## src/rtl/imf_pkg.sv

```systemverilog
// Constants for the IPv6 multicast listener and solicitation filter
package imf_pkg;
    localparam int IMF_DW = 8;
    localparam int IMF_FIFO_DEPTH = 16;
    localparam int IMF_HDR_BYTES = 55;
    localparam int IMF_CNT_W = 6;
    localparam int IMF_BIT_MLD = 4;
    localparam int IMF_BIT_NS = 5;
    localparam int IMF_FILT_W = 9;
    localparam logic [47:0] IMF_MAC_ALLNODES = 48'h3333_0000_0001;
    localparam logic [23:0] IMF_MAC_SOLNODE = 24'h3333ff;
    localparam logic [15:0] IMF_ETYPE_IPV6 = 16'h86dd;
    localparam logic [7:0] IMF_NH_ICMPV6 = 8'h3a;
    localparam logic [7:0] IMF_ICMP_MLQ = 8'h82;
    localparam logic [7:0] IMF_ICMP_MLR = 8'h83;
    localparam logic [7:0] IMF_ICMP_MLD = 8'h84;
    localparam logic [7:0] IMF_ICMP_NS = 8'h87;
    // Byte offsets in the frame
    localparam logic [5:0] IMF_OFS_ET_HI = 6'h0c;
    localparam logic [5:0] IMF_OFS_ET_LO = 6'h0d;
    localparam logic [5:0] IMF_OFS_NH = 6'h14;
    localparam logic [5:0] IMF_OFS_ICMP = 6'h36;
    localparam logic [5:0] IMF_CNT_MAX = 6'h3f;
    typedef enum logic [2:0] {
        IMF_ST_HDR = 3'b001,
        IMF_ST_PASS = 3'b010,
        IMF_ST_DROP = 3'b100
    } imf_state_e;
endpackage

```

## src/rtl/imf_filter.sv

```systemverilog
// IPv6 listener discovery and solicitation receive filter with output FIFO
`timescale 1ns/1ps

// ==========================================
// Output FIFO
module imf_fifo #(
    parameter int WIDTH = 9,
    parameter int DEPTH = 16
) (
    input wire logic i_clk,
    input wire logic i_rst,
    input wire logic i_valid,
    output logic o_ready,
    input wire logic [WIDTH-1:0] i_data,
    output logic o_valid,
    input wire logic i_ready,
    output logic [WIDTH-1:0] o_data
);
    localparam int AW = $clog2(DEPTH);
    logic [WIDTH-1:0] mem_q [DEPTH];
    logic [AW-1:0] wp_q;
    logic [AW-1:0] rp_q;
    logic [AW:0] cnt_q;
    wire push = i_valid && o_ready;
    wire pop = o_valid && i_ready;
    assign o_ready = (cnt_q != DEPTH[AW:0]);
    assign o_valid = (cnt_q != '0);
    assign o_data = mem_q[rp_q];
    always_ff @(posedge i_clk) begin
        if (i_rst) begin
            wp_q <= '0;
            rp_q <= '0;
            cnt_q <= '0;
        end else begin
            if (push) begin
                mem_q[wp_q] <= i_data;
                wp_q <= wp_q + 1'b1;
            end
            if (pop) begin
                rp_q <= rp_q + 1'b1;
            end
            cnt_q <= cnt_q + {{AW{1'b0}}, push} - {{AW{1'b0}}, pop};
        end
    end
endmodule

// ==========================================
// Filter top
module imf_filter
    import imf_pkg::*;
#(
    parameter bit HAS_MLD = 1'b1,
    parameter bit HAS_NS = 1'b1
) (
    input wire logic i_clk,
    input wire logic i_rst,
    input wire logic [IMF_FILT_W-1:0] i_filter,
    input wire logic i_other_match,
    input wire logic i_valid,
    input wire logic [IMF_DW-1:0] i_data,
    input wire logic i_last,
    output logic o_ready,
    output logic o_valid,
    output logic [IMF_DW-1:0] o_data,
    output logic o_last,
    input wire logic i_ready
);
    localparam int FW = IMF_DW + 1;
    localparam int OCC_W = $clog2(IMF_FIFO_DEPTH) + 1;
    localparam logic [OCC_W-1:0] OCC_FULL = OCC_W'(IMF_FIFO_DEPTH);
    imf_state_e st_q;
    imf_state_e st_d;
    logic [IMF_CNT_W-1:0] cnt_q;
    logic [IMF_CNT_W-1:0] cnt_d;
    logic [IMF_DW*IMF_HDR_BYTES-1:0] hdr_q;
    logic [IMF_DW*IMF_HDR_BYTES-1:0] hdr_d;
    logic [IMF_CNT_W-1:0] rp_q;
    logic [IMF_CNT_W-1:0] rp_d;
    logic rp_act_q;
    logic rp_act_d;
    logic [OCC_W-1:0] occ_q;
    logic [OCC_W-1:0] occ_d;
    logic ready_q;
    logic ready_d;
    logic [FW-1:0] fo_data;
    logic fo_valid;
    logic fo_ready;
    logic f_ready;
    logic out_valid_q;
    logic [FW-1:0] out_data_q;
    wire take = i_valid && ready_q;

    // ==========================================
    // Classification
    // Header bytes in arrival order; byte 0 is the first MAC byte
    wire [IMF_DW*IMF_HDR_BYTES-1:0] hdr_n = {hdr_q[IMF_DW*(IMF_HDR_BYTES-1)-1:0], i_data};
    function automatic logic [7:0] hb(input int k);
        hb = hdr_n[IMF_DW*(IMF_HDR_BYTES-1-k) +: IMF_DW];
    endfunction
    wire [47:0] dmac = {hb(0), hb(1), hb(2), hb(3), hb(4), hb(5)};
    wire [15:0] etype = {hb(int'(IMF_OFS_ET_HI)), hb(int'(IMF_OFS_ET_LO))};
    wire [7:0] nh = hb(int'(IMF_OFS_NH));
    wire [7:0] icmp = hb(int'(IMF_OFS_ICMP));
    wire v6_icmp = (etype == IMF_ETYPE_IPV6) && (nh == IMF_NH_ICMPV6);
    wire mac_mld = (dmac == IMF_MAC_ALLNODES);
    wire typ_mld = (icmp == IMF_ICMP_MLQ)
        || (icmp == IMF_ICMP_MLR)
        || (icmp == IMF_ICMP_MLD);
    wire mac_ns = (dmac[47:24] == IMF_MAC_SOLNODE);
    wire typ_ns = v6_icmp && (icmp == IMF_ICMP_NS);
    wire is_mld = mac_mld && v6_icmp && typ_mld;
    wire is_ns = mac_ns && typ_ns;

    // ==========================================
    // Forward decision
    // Bit 4 gates listener packets; optional
    wire fwd_mld = HAS_MLD && i_filter[IMF_BIT_MLD] && is_mld;
    wire fwd_ns = HAS_NS && i_filter[IMF_BIT_NS] && is_ns;
    wire fwd = fwd_mld || fwd_ns || i_other_match;

    // ==========================================
    // Frame decode
    wire in_hdr = (st_q == IMF_ST_HDR);
    wire in_pass = (st_q == IMF_ST_PASS);
    wire in_drop = (st_q == IMF_ST_DROP);
    wire hdr_take = take && in_hdr;
    wire at_dec = in_hdr && (cnt_q == IMF_OFS_ICMP);
    // Frames that end at or before the decision byte are dropped
    wire hdr_end = hdr_take && i_last;
    wire dec_now = hdr_take && at_dec && !i_last;
    wire pass_byte = in_pass && take && !rp_act_q;
    wire pass_end = pass_byte && i_last;
    wire drop_end = in_drop && take && i_last;
    wire cnt_sat = (cnt_q == IMF_CNT_MAX);
    // Header bytes are held until decided, then replayed if forwarded
    wire hdr_out = rp_act_q;
    wire rp_step = hdr_out && f_ready;
    wire rp_done = rp_step && (rp_q == IMF_OFS_ICMP);
    wire fi_valid = hdr_out || pass_byte;
    wire [FW-1:0] fi_data = hdr_out ?
        {1'b0, hdr_q[IMF_DW*(IMF_HDR_BYTES-1-int'(rp_q)) +: IMF_DW]} : {i_last, i_data};
    wire f_push = fi_valid && f_ready;
    wire f_pop = fo_valid && fo_ready;
    assign fo_ready = !out_valid_q || i_ready;

    // ==========================================
    // Next state
    always_comb begin
        st_d = st_q;
        case (st_q)
            IMF_ST_HDR: begin
                if (dec_now) begin
                    st_d = fwd ? IMF_ST_PASS : IMF_ST_DROP;
                end
            end
            IMF_ST_PASS: begin
                if (pass_end) begin
                    st_d = IMF_ST_HDR;
                end
            end
            IMF_ST_DROP: begin
                if (drop_end) begin
                    st_d = IMF_ST_HDR;
                end
            end
            default: begin
                st_d = IMF_ST_HDR;
            end
        endcase
    end
    assign cnt_d = (hdr_end || pass_end || drop_end) ? '0
        : ((hdr_take && !cnt_sat) ? cnt_q + 1'b1 : cnt_q);
    assign hdr_d = hdr_take ? hdr_n : hdr_q;
    assign rp_d = dec_now ? '0 : (rp_step ? rp_q + 1'b1 : rp_q);
    assign rp_act_d = dec_now ? fwd : (rp_done ? 1'b0 : rp_act_q);
    // FIFO occupancy mirror, so that ready can come from a flip-flop
    assign occ_d = occ_q + {{(OCC_W-1){1'b0}}, f_push} - {{(OCC_W-1){1'b0}}, f_pop};
    assign ready_d = (st_d == IMF_ST_HDR) || (st_d == IMF_ST_DROP)
        || ((st_d == IMF_ST_PASS) && !rp_act_d && (occ_d != OCC_FULL));

    // ==========================================
    // Frame state
    always_ff @(posedge i_clk) begin
        if (i_rst) begin
            st_q <= IMF_ST_HDR;
            cnt_q <= '0;
            hdr_q <= '0;
            rp_q <= '0;
            rp_act_q <= 1'b0;
            occ_q <= '0;
            ready_q <= 1'b1;
        end else begin
            st_q <= st_d;
            cnt_q <= cnt_d;
            hdr_q <= hdr_d;
            rp_q <= rp_d;
            rp_act_q <= rp_act_d;
            occ_q <= occ_d;
            ready_q <= ready_d;
        end
    end

    // ==========================================
    // Output FIFO instance
    imf_fifo #(.WIDTH(FW), .DEPTH(IMF_FIFO_DEPTH)) u_fifo (
        .i_clk(i_clk),
        .i_rst(i_rst),
        .i_valid(fi_valid),
        .o_ready(f_ready),
        .i_data(fi_data),
        .o_valid(fo_valid),
        .i_ready(fo_ready),
        .o_data(fo_data)
    );

    // ==========================================
    // Registered output stage
    always_ff @(posedge i_clk) begin
        if (i_rst) begin
            out_valid_q <= 1'b0;
            out_data_q <= '0;
        end else if (!out_valid_q || i_ready) begin
            out_valid_q <= fo_valid;
            out_data_q <= fo_data;
        end
    end
    assign o_valid = out_valid_q;
    assign o_data = out_data_q[IMF_DW-1:0];
    assign o_last = out_data_q[IMF_DW];
    assign o_ready = ready_q;

    // ==========================================
    // Checks
    // Bit four clear
    mld_blocked_a: assert property (@(posedge i_clk) disable iff (i_rst)
        (dec_now && is_mld && !i_filter[IMF_BIT_MLD] && !i_other_match)
        |=> (st_q == IMF_ST_DROP)) else $error("listener packet passed while bit clear");
    mld_forward_a: assert property (@(posedge i_clk) disable iff (i_rst)
        (dec_now && is_mld && HAS_MLD && i_filter[IMF_BIT_MLD])
        |=> (st_q == IMF_ST_PASS) && rp_act_q) else $error("listener packet dropped");
    ns_forward_a: assert property (@(posedge i_clk) disable iff (i_rst)
        (dec_now && is_ns && HAS_NS && i_filter[IMF_BIT_NS])
        |=> (st_q == IMF_ST_PASS) && rp_act_q) else $error("solicitation dropped");
    ns_blocked_a: assert property (@(posedge i_clk) disable iff (i_rst)
        (dec_now && is_ns && !i_filter[IMF_BIT_NS] && !i_other_match)
        |=> (st_q == IMF_ST_DROP)) else $error("solicitation passed while bit clear");
    no_match_a: assert property (@(posedge i_clk) disable iff (i_rst)
        (dec_now && !v6_icmp && !i_other_match)
        |=> (st_q == IMF_ST_DROP)) else $error("non-ICMPv6 packet forwarded");
    mld_mac_a: assert property (@(posedge i_clk) disable iff (i_rst)
        (dec_now && !mac_mld && !mac_ns && !i_other_match)
        |=> (st_q == IMF_ST_DROP)) else $error("foreign address forwarded");
    type_reject_a: assert property (@(posedge i_clk) disable iff (i_rst)
        (dec_now && mac_mld && v6_icmp && !typ_mld && !i_other_match)
        |=> (st_q == IMF_ST_DROP)) else $error("wrong listener type forwarded");
    ns_type_a: assert property (@(posedge i_clk) disable iff (i_rst)
        (dec_now && mac_ns && !typ_ns && !i_other_match)
        |=> (st_q == IMF_ST_DROP)) else $error("wrong solicitation type forwarded");
    omit_mld_a: assert property (@(posedge i_clk) disable iff (i_rst)
        (dec_now && !HAS_MLD && is_mld && !i_other_match)
        |=> (st_q == IMF_ST_DROP)) else $error("omitted listener filter forwarded");
    omit_ns_a: assert property (@(posedge i_clk) disable iff (i_rst)
        (dec_now && !HAS_NS && is_ns && !i_other_match)
        |=> (st_q == IMF_ST_DROP)) else $error("omitted solicitation filter forwarded");
    other_pass_a: assert property (@(posedge i_clk) disable iff (i_rst)
        (dec_now && i_other_match)
        |=> (st_q == IMF_ST_PASS)) else $error("other match ignored");
    // Ready low during replay
    replay_stall_a: assert property (@(posedge i_clk) disable iff (i_rst)
        rp_act_q |-> !o_ready) else $error("input accepted during replay");
    // Ready high between frames
    ready_idle_a: assert property (@(posedge i_clk) disable iff (i_rst)
        in_hdr |-> o_ready) else $error("header byte refused");
    // No byte lost at the FIFO
    fifo_safe_a: assert property (@(posedge i_clk) disable iff (i_rst)
        pass_byte |-> f_ready) else $error("body byte pushed into full FIFO");
    // Forwarded frame closes
    frame_close_a: assert property (@(posedge i_clk) disable iff (i_rst)
        pass_end |=> in_hdr) else $error("frame end not seen");
    // Output holds while stalled
    stable_out_a: assert property (@(posedge i_clk) disable iff (i_rst)
        (o_valid && !i_ready) |=> o_valid && $stable(o_data) && $stable(o_last))
        else $error("output changed while stalled");
endmodule

```

## config.mk

```make
export PLATFORM = sky130hd
export DESIGN_NAME = imf_filter
export DESIGN_NICKNAME = d
export VERILOG_FILES = /design/src/rtl/imf_pkg.sv /design/src/rtl/imf_filter.sv
export SDC_FILE = /design/constraint.sdc
export NUM_CORES = 1
export LEC_CHECK = 0
export BUFFER_PORTS_ARGS = -buffer_cell sky130_fd_sc_hd__buf_4
export CAP_MARGIN = 25
export CORE_ASPECT_RATIO = 0.6
export CORE_MARGIN = 10
export CORE_UTILIZATION = 65
export DETAILED_ROUTE_END_ITERATION = 8
export PLACE_DENSITY = 0.82
export RECOVER_POWER = 25
export SLEW_MARGIN = 20
export SYNTH_ARGS = -nofsm -noshare
export SYNTH_HDL_FRONTEND = slang
export SYNTH_SLANG_ARGS = --single-unit
```

## constraint.sdc

```tcl
create_clock -name i_clk -period 7.4 [get_ports i_clk]
set_input_delay 1.48 -clock i_clk [delete_from_list [all_inputs] [get_ports i_clk]]
set_output_delay 1.48 -clock i_clk [all_outputs]
set_load 0.03 [all_outputs]
```

==> results.md <==
- Area growth from synthesis to layout: 7.73%
- Routed vias/inst: 6.42
- Number of synthesized flops with an enable pin: 144
- Final wirelength: 67800 um
- Dpl cells: 3129
- Peak VDD IR: 0.000216 V
- Clock buffer depth: 3
- Leak Pwr: 9.08 nW
- WP data arrival: 5220 ps
- Root buf cell: clkbuf_16
- Final hold violations: 0
- Endpoints failing setup: 0
- Htree depth: 2
- Syn_nets: 2794
- Count of pins over their slew limit: 169
- Nets: 2707
- Gr usage total: 0.266
- Pwr per Cell Area: 249 nW/um2
- Die Y: 177 um
- Final Cycle Share: 0.651
- Worst min path class: flop to flop
- Clock Sink Count: 629
- Kind of start point of the critical path: input port
- Initial DRT Pass Iterations: 6
- Pre-CTS setup slack: 2600 ps
- Synth area leaders: dfxtp_1, edfxtp_1, nand2_1
- CP endpoint kind: flop
- Clock Latency Late Sink: 600 ps
- Dpl hpwl: 40700 um
- Kind of critical path: input port to flop
- Antenna violations before repair: 1
- Final core occ: 0.712
- Post-CTS sizing: 0
- CTS tree: built
- Worst-case headroom to the max-slew limit: -1.32
- Mean Syn Cell Area: 9.75 um2
- Yosys warns: 0
- Final Cell Area: 28900 um2
- CP Max Fanout: 168
- Share of cells above drive strength 1: 0.117
- Yosys cell types: 59
- Die Width: 282 um
- Post-synthesis cell count: 2749
- Commonest cells post-synth: nand2_1, dfxtp_1, a21oi_1
- Routed via count: 20742
- Clock slew at the register clock pins of the worst setup and hold paths: 70 ps
- Number of global-route vias before repair: 19902
- Final setup TNS: 0 ps
- Most common cell in the synthesized netlist: nand2_1
- Port bufs: 26
- Largest net degree at the start of global routing: 222
- Post-Syn Area: 26800 um2
- Async S/R FF share, synth: 0
- First-pass GRT wire length: 107000 um
- Sequential area share after synthesis: 0.524
- Yosys top cell by area: dfxtp_1
- Congestion Overflow GR: 0
- Max Freq: 208 MHz
- WHS: 456 ps
- RSZ-0062 raised after global routing: no
- Wirelength per Cell: 21.0 um
- Inserted Clock Buffers: 52
- Post CTS Setup Buffer Count: 0
- Die area: 50000 um2
- Failing checks: max-capacitance violations, max-slew violations
- Setup Skew: 21.3 ps
- DRC Markers: 0
- Gpl congestion: 0.882
- Post-route setup slack: 2580 ps
- Non-Filler Instances: 3232
- Starting Density: 0.661
- Antenna-violating nets left: 0
- Worst-margin pin slew: 3480 ps
- Most used DFF post-synth: dfxtp_1
- Seq cells post-synth: 629
- Max Cap Viol: 1
- Hold_buf cts: 0
- Placeable core area: 40600 um2
- IO Pins: 34
- Min Tclk post-route: 4820 ps
- Row cnt: 57
- Post-synth top area share: 0.362
- Total power: 7.18 mW
- Status: finished with violations
- First DRT Iteration DRCs: 3281
- Dpl cell area: 27100 um2
- CP required: 7800 ps
## logic make-up after synthesis
logic type | after synthesis | share of synthesized area
mux | 174 | 0.138
simple gates | 1128 | 0.172
xor+xnor | 28 | 0.0104
fa+ha+maj | 22 | 0.0108
compound gates | 540 | 0.108
buf+inv | 228 | 0.0376
flops | 629 | 0.524
## final timing paths
| path | start | endpoint | slack, ps | cells after the start |
|---|---|---|---|---|
| setup reg to reg | rp_q[0] | u_fifo.mem_q[12][4] | 3150 | 8 |
| hold / removal | hdr_q[432] | hdr_q[432] | 460 | 2 |
| setup / recovery | i_rst | hdr_q[175] | 2580 | 3 |
| hold reg to reg | hdr_q[432] | hdr_q[432] | 460 | 2 |
## layout make-up
| type | instances | area, um2 |
|---|---|---|
| flip-flops and latches | 629 | 14000 |
| multi-input cells | 1892 | 11900 |
| fillers | 2707 | 11700 |
| clock buffers | 69 | 1470 |
| well taps | 531 | 664 |
| repair buffers | 65 | 527 |
| clock inverters | 23 | 199 |
| inverters | 22 | 82.6 |
| diodes | 1 | 2.50 |
## cells in the final DEF (no fill, tap or decap), types with 7 or more instances in the layout
| master | netlist | final |
|---|---|---|
| ha_1 | 20 | 19 |
| clkbuf_16 | 0 | 53 |
| nand4_1 | 19 | 19 |
| dfxtp_1 | 485 | 483 |
| o211ai_1 | 17 | 17 |
| nor4_1 | 7 | 7 |
| nor2b_1 | 14 | 14 |
| xnor2_1 | 10 | 9 |
| inv_1 | 22 | 22 |
| o21ai_0 | 7 | 8 |
| clkbuf_8 | 0 | 8 |
| xor2_1 | 15 | 15 |
| mux2i_1 | 17 | 17 |
| o311ai_0 | 9 | 8 |
| clkinv_2 | 0 | 9 |
| nor3b_1 | 7 | 7 |
| a32oi_1 | 8 | 8 |
| nand2_1 | 957 | 957 |
| buf_4 | 11 | 44 |
| mux4_2 | 157 | 157 |
| clkbuf_1 | 127 | 20 |
| nor2_1 | 41 | 36 |
| a31oi_1 | 9 | 9 |
| edfxtp_1 | 144 | 144 |
| a21oi_1 | 473 | 473 |
| nand2b_1 | 9 | 9 |
| nand3_1 | 33 | 32 |
## critical path: stages
cell	delay (ps)
clkbuf_2	2330
buf_4	1050
a21oi_1	230
## report_power, final
| group | switching [mW] | total, mW | leakage [nW] | internal (mW) |
|---|---|---|---|---|
| combinational | 0.495 | 0.830 | 3.05 | 0.334 |
| clock | 1.26 | 2.75 | 0.821 | 1.50 |
| sequential | 0.0425 | 3.60 | 5.21 | 3.56 |
| total | 1.79 | 7.18 | 9.08 | 5.39 |
## registers in the layout, indices dropped and copies added, names as in the netlist
name,count
occ_q,5
st_q,3
cnt_q,6
u_fifo.wp_q,4
u_fifo.cnt_q,5
out_data_q,9
hdr_q,440
o_ready,1
rp_q,6
o_valid,1
hdr_out,1
u_fifo.mem_q,144
u_fifo.rp_q,4
## routing by layer
layer	share of wire	track usage	wire length, um
met1	0.39	0.357	26700
met2	0.46	0.412	31200
met3	0.11	0.0712	7540
met4	0.034	0.0963	2320
met5	0.0014	0.0138	92
Note: power is estimated with default switching activity, not from simulation.
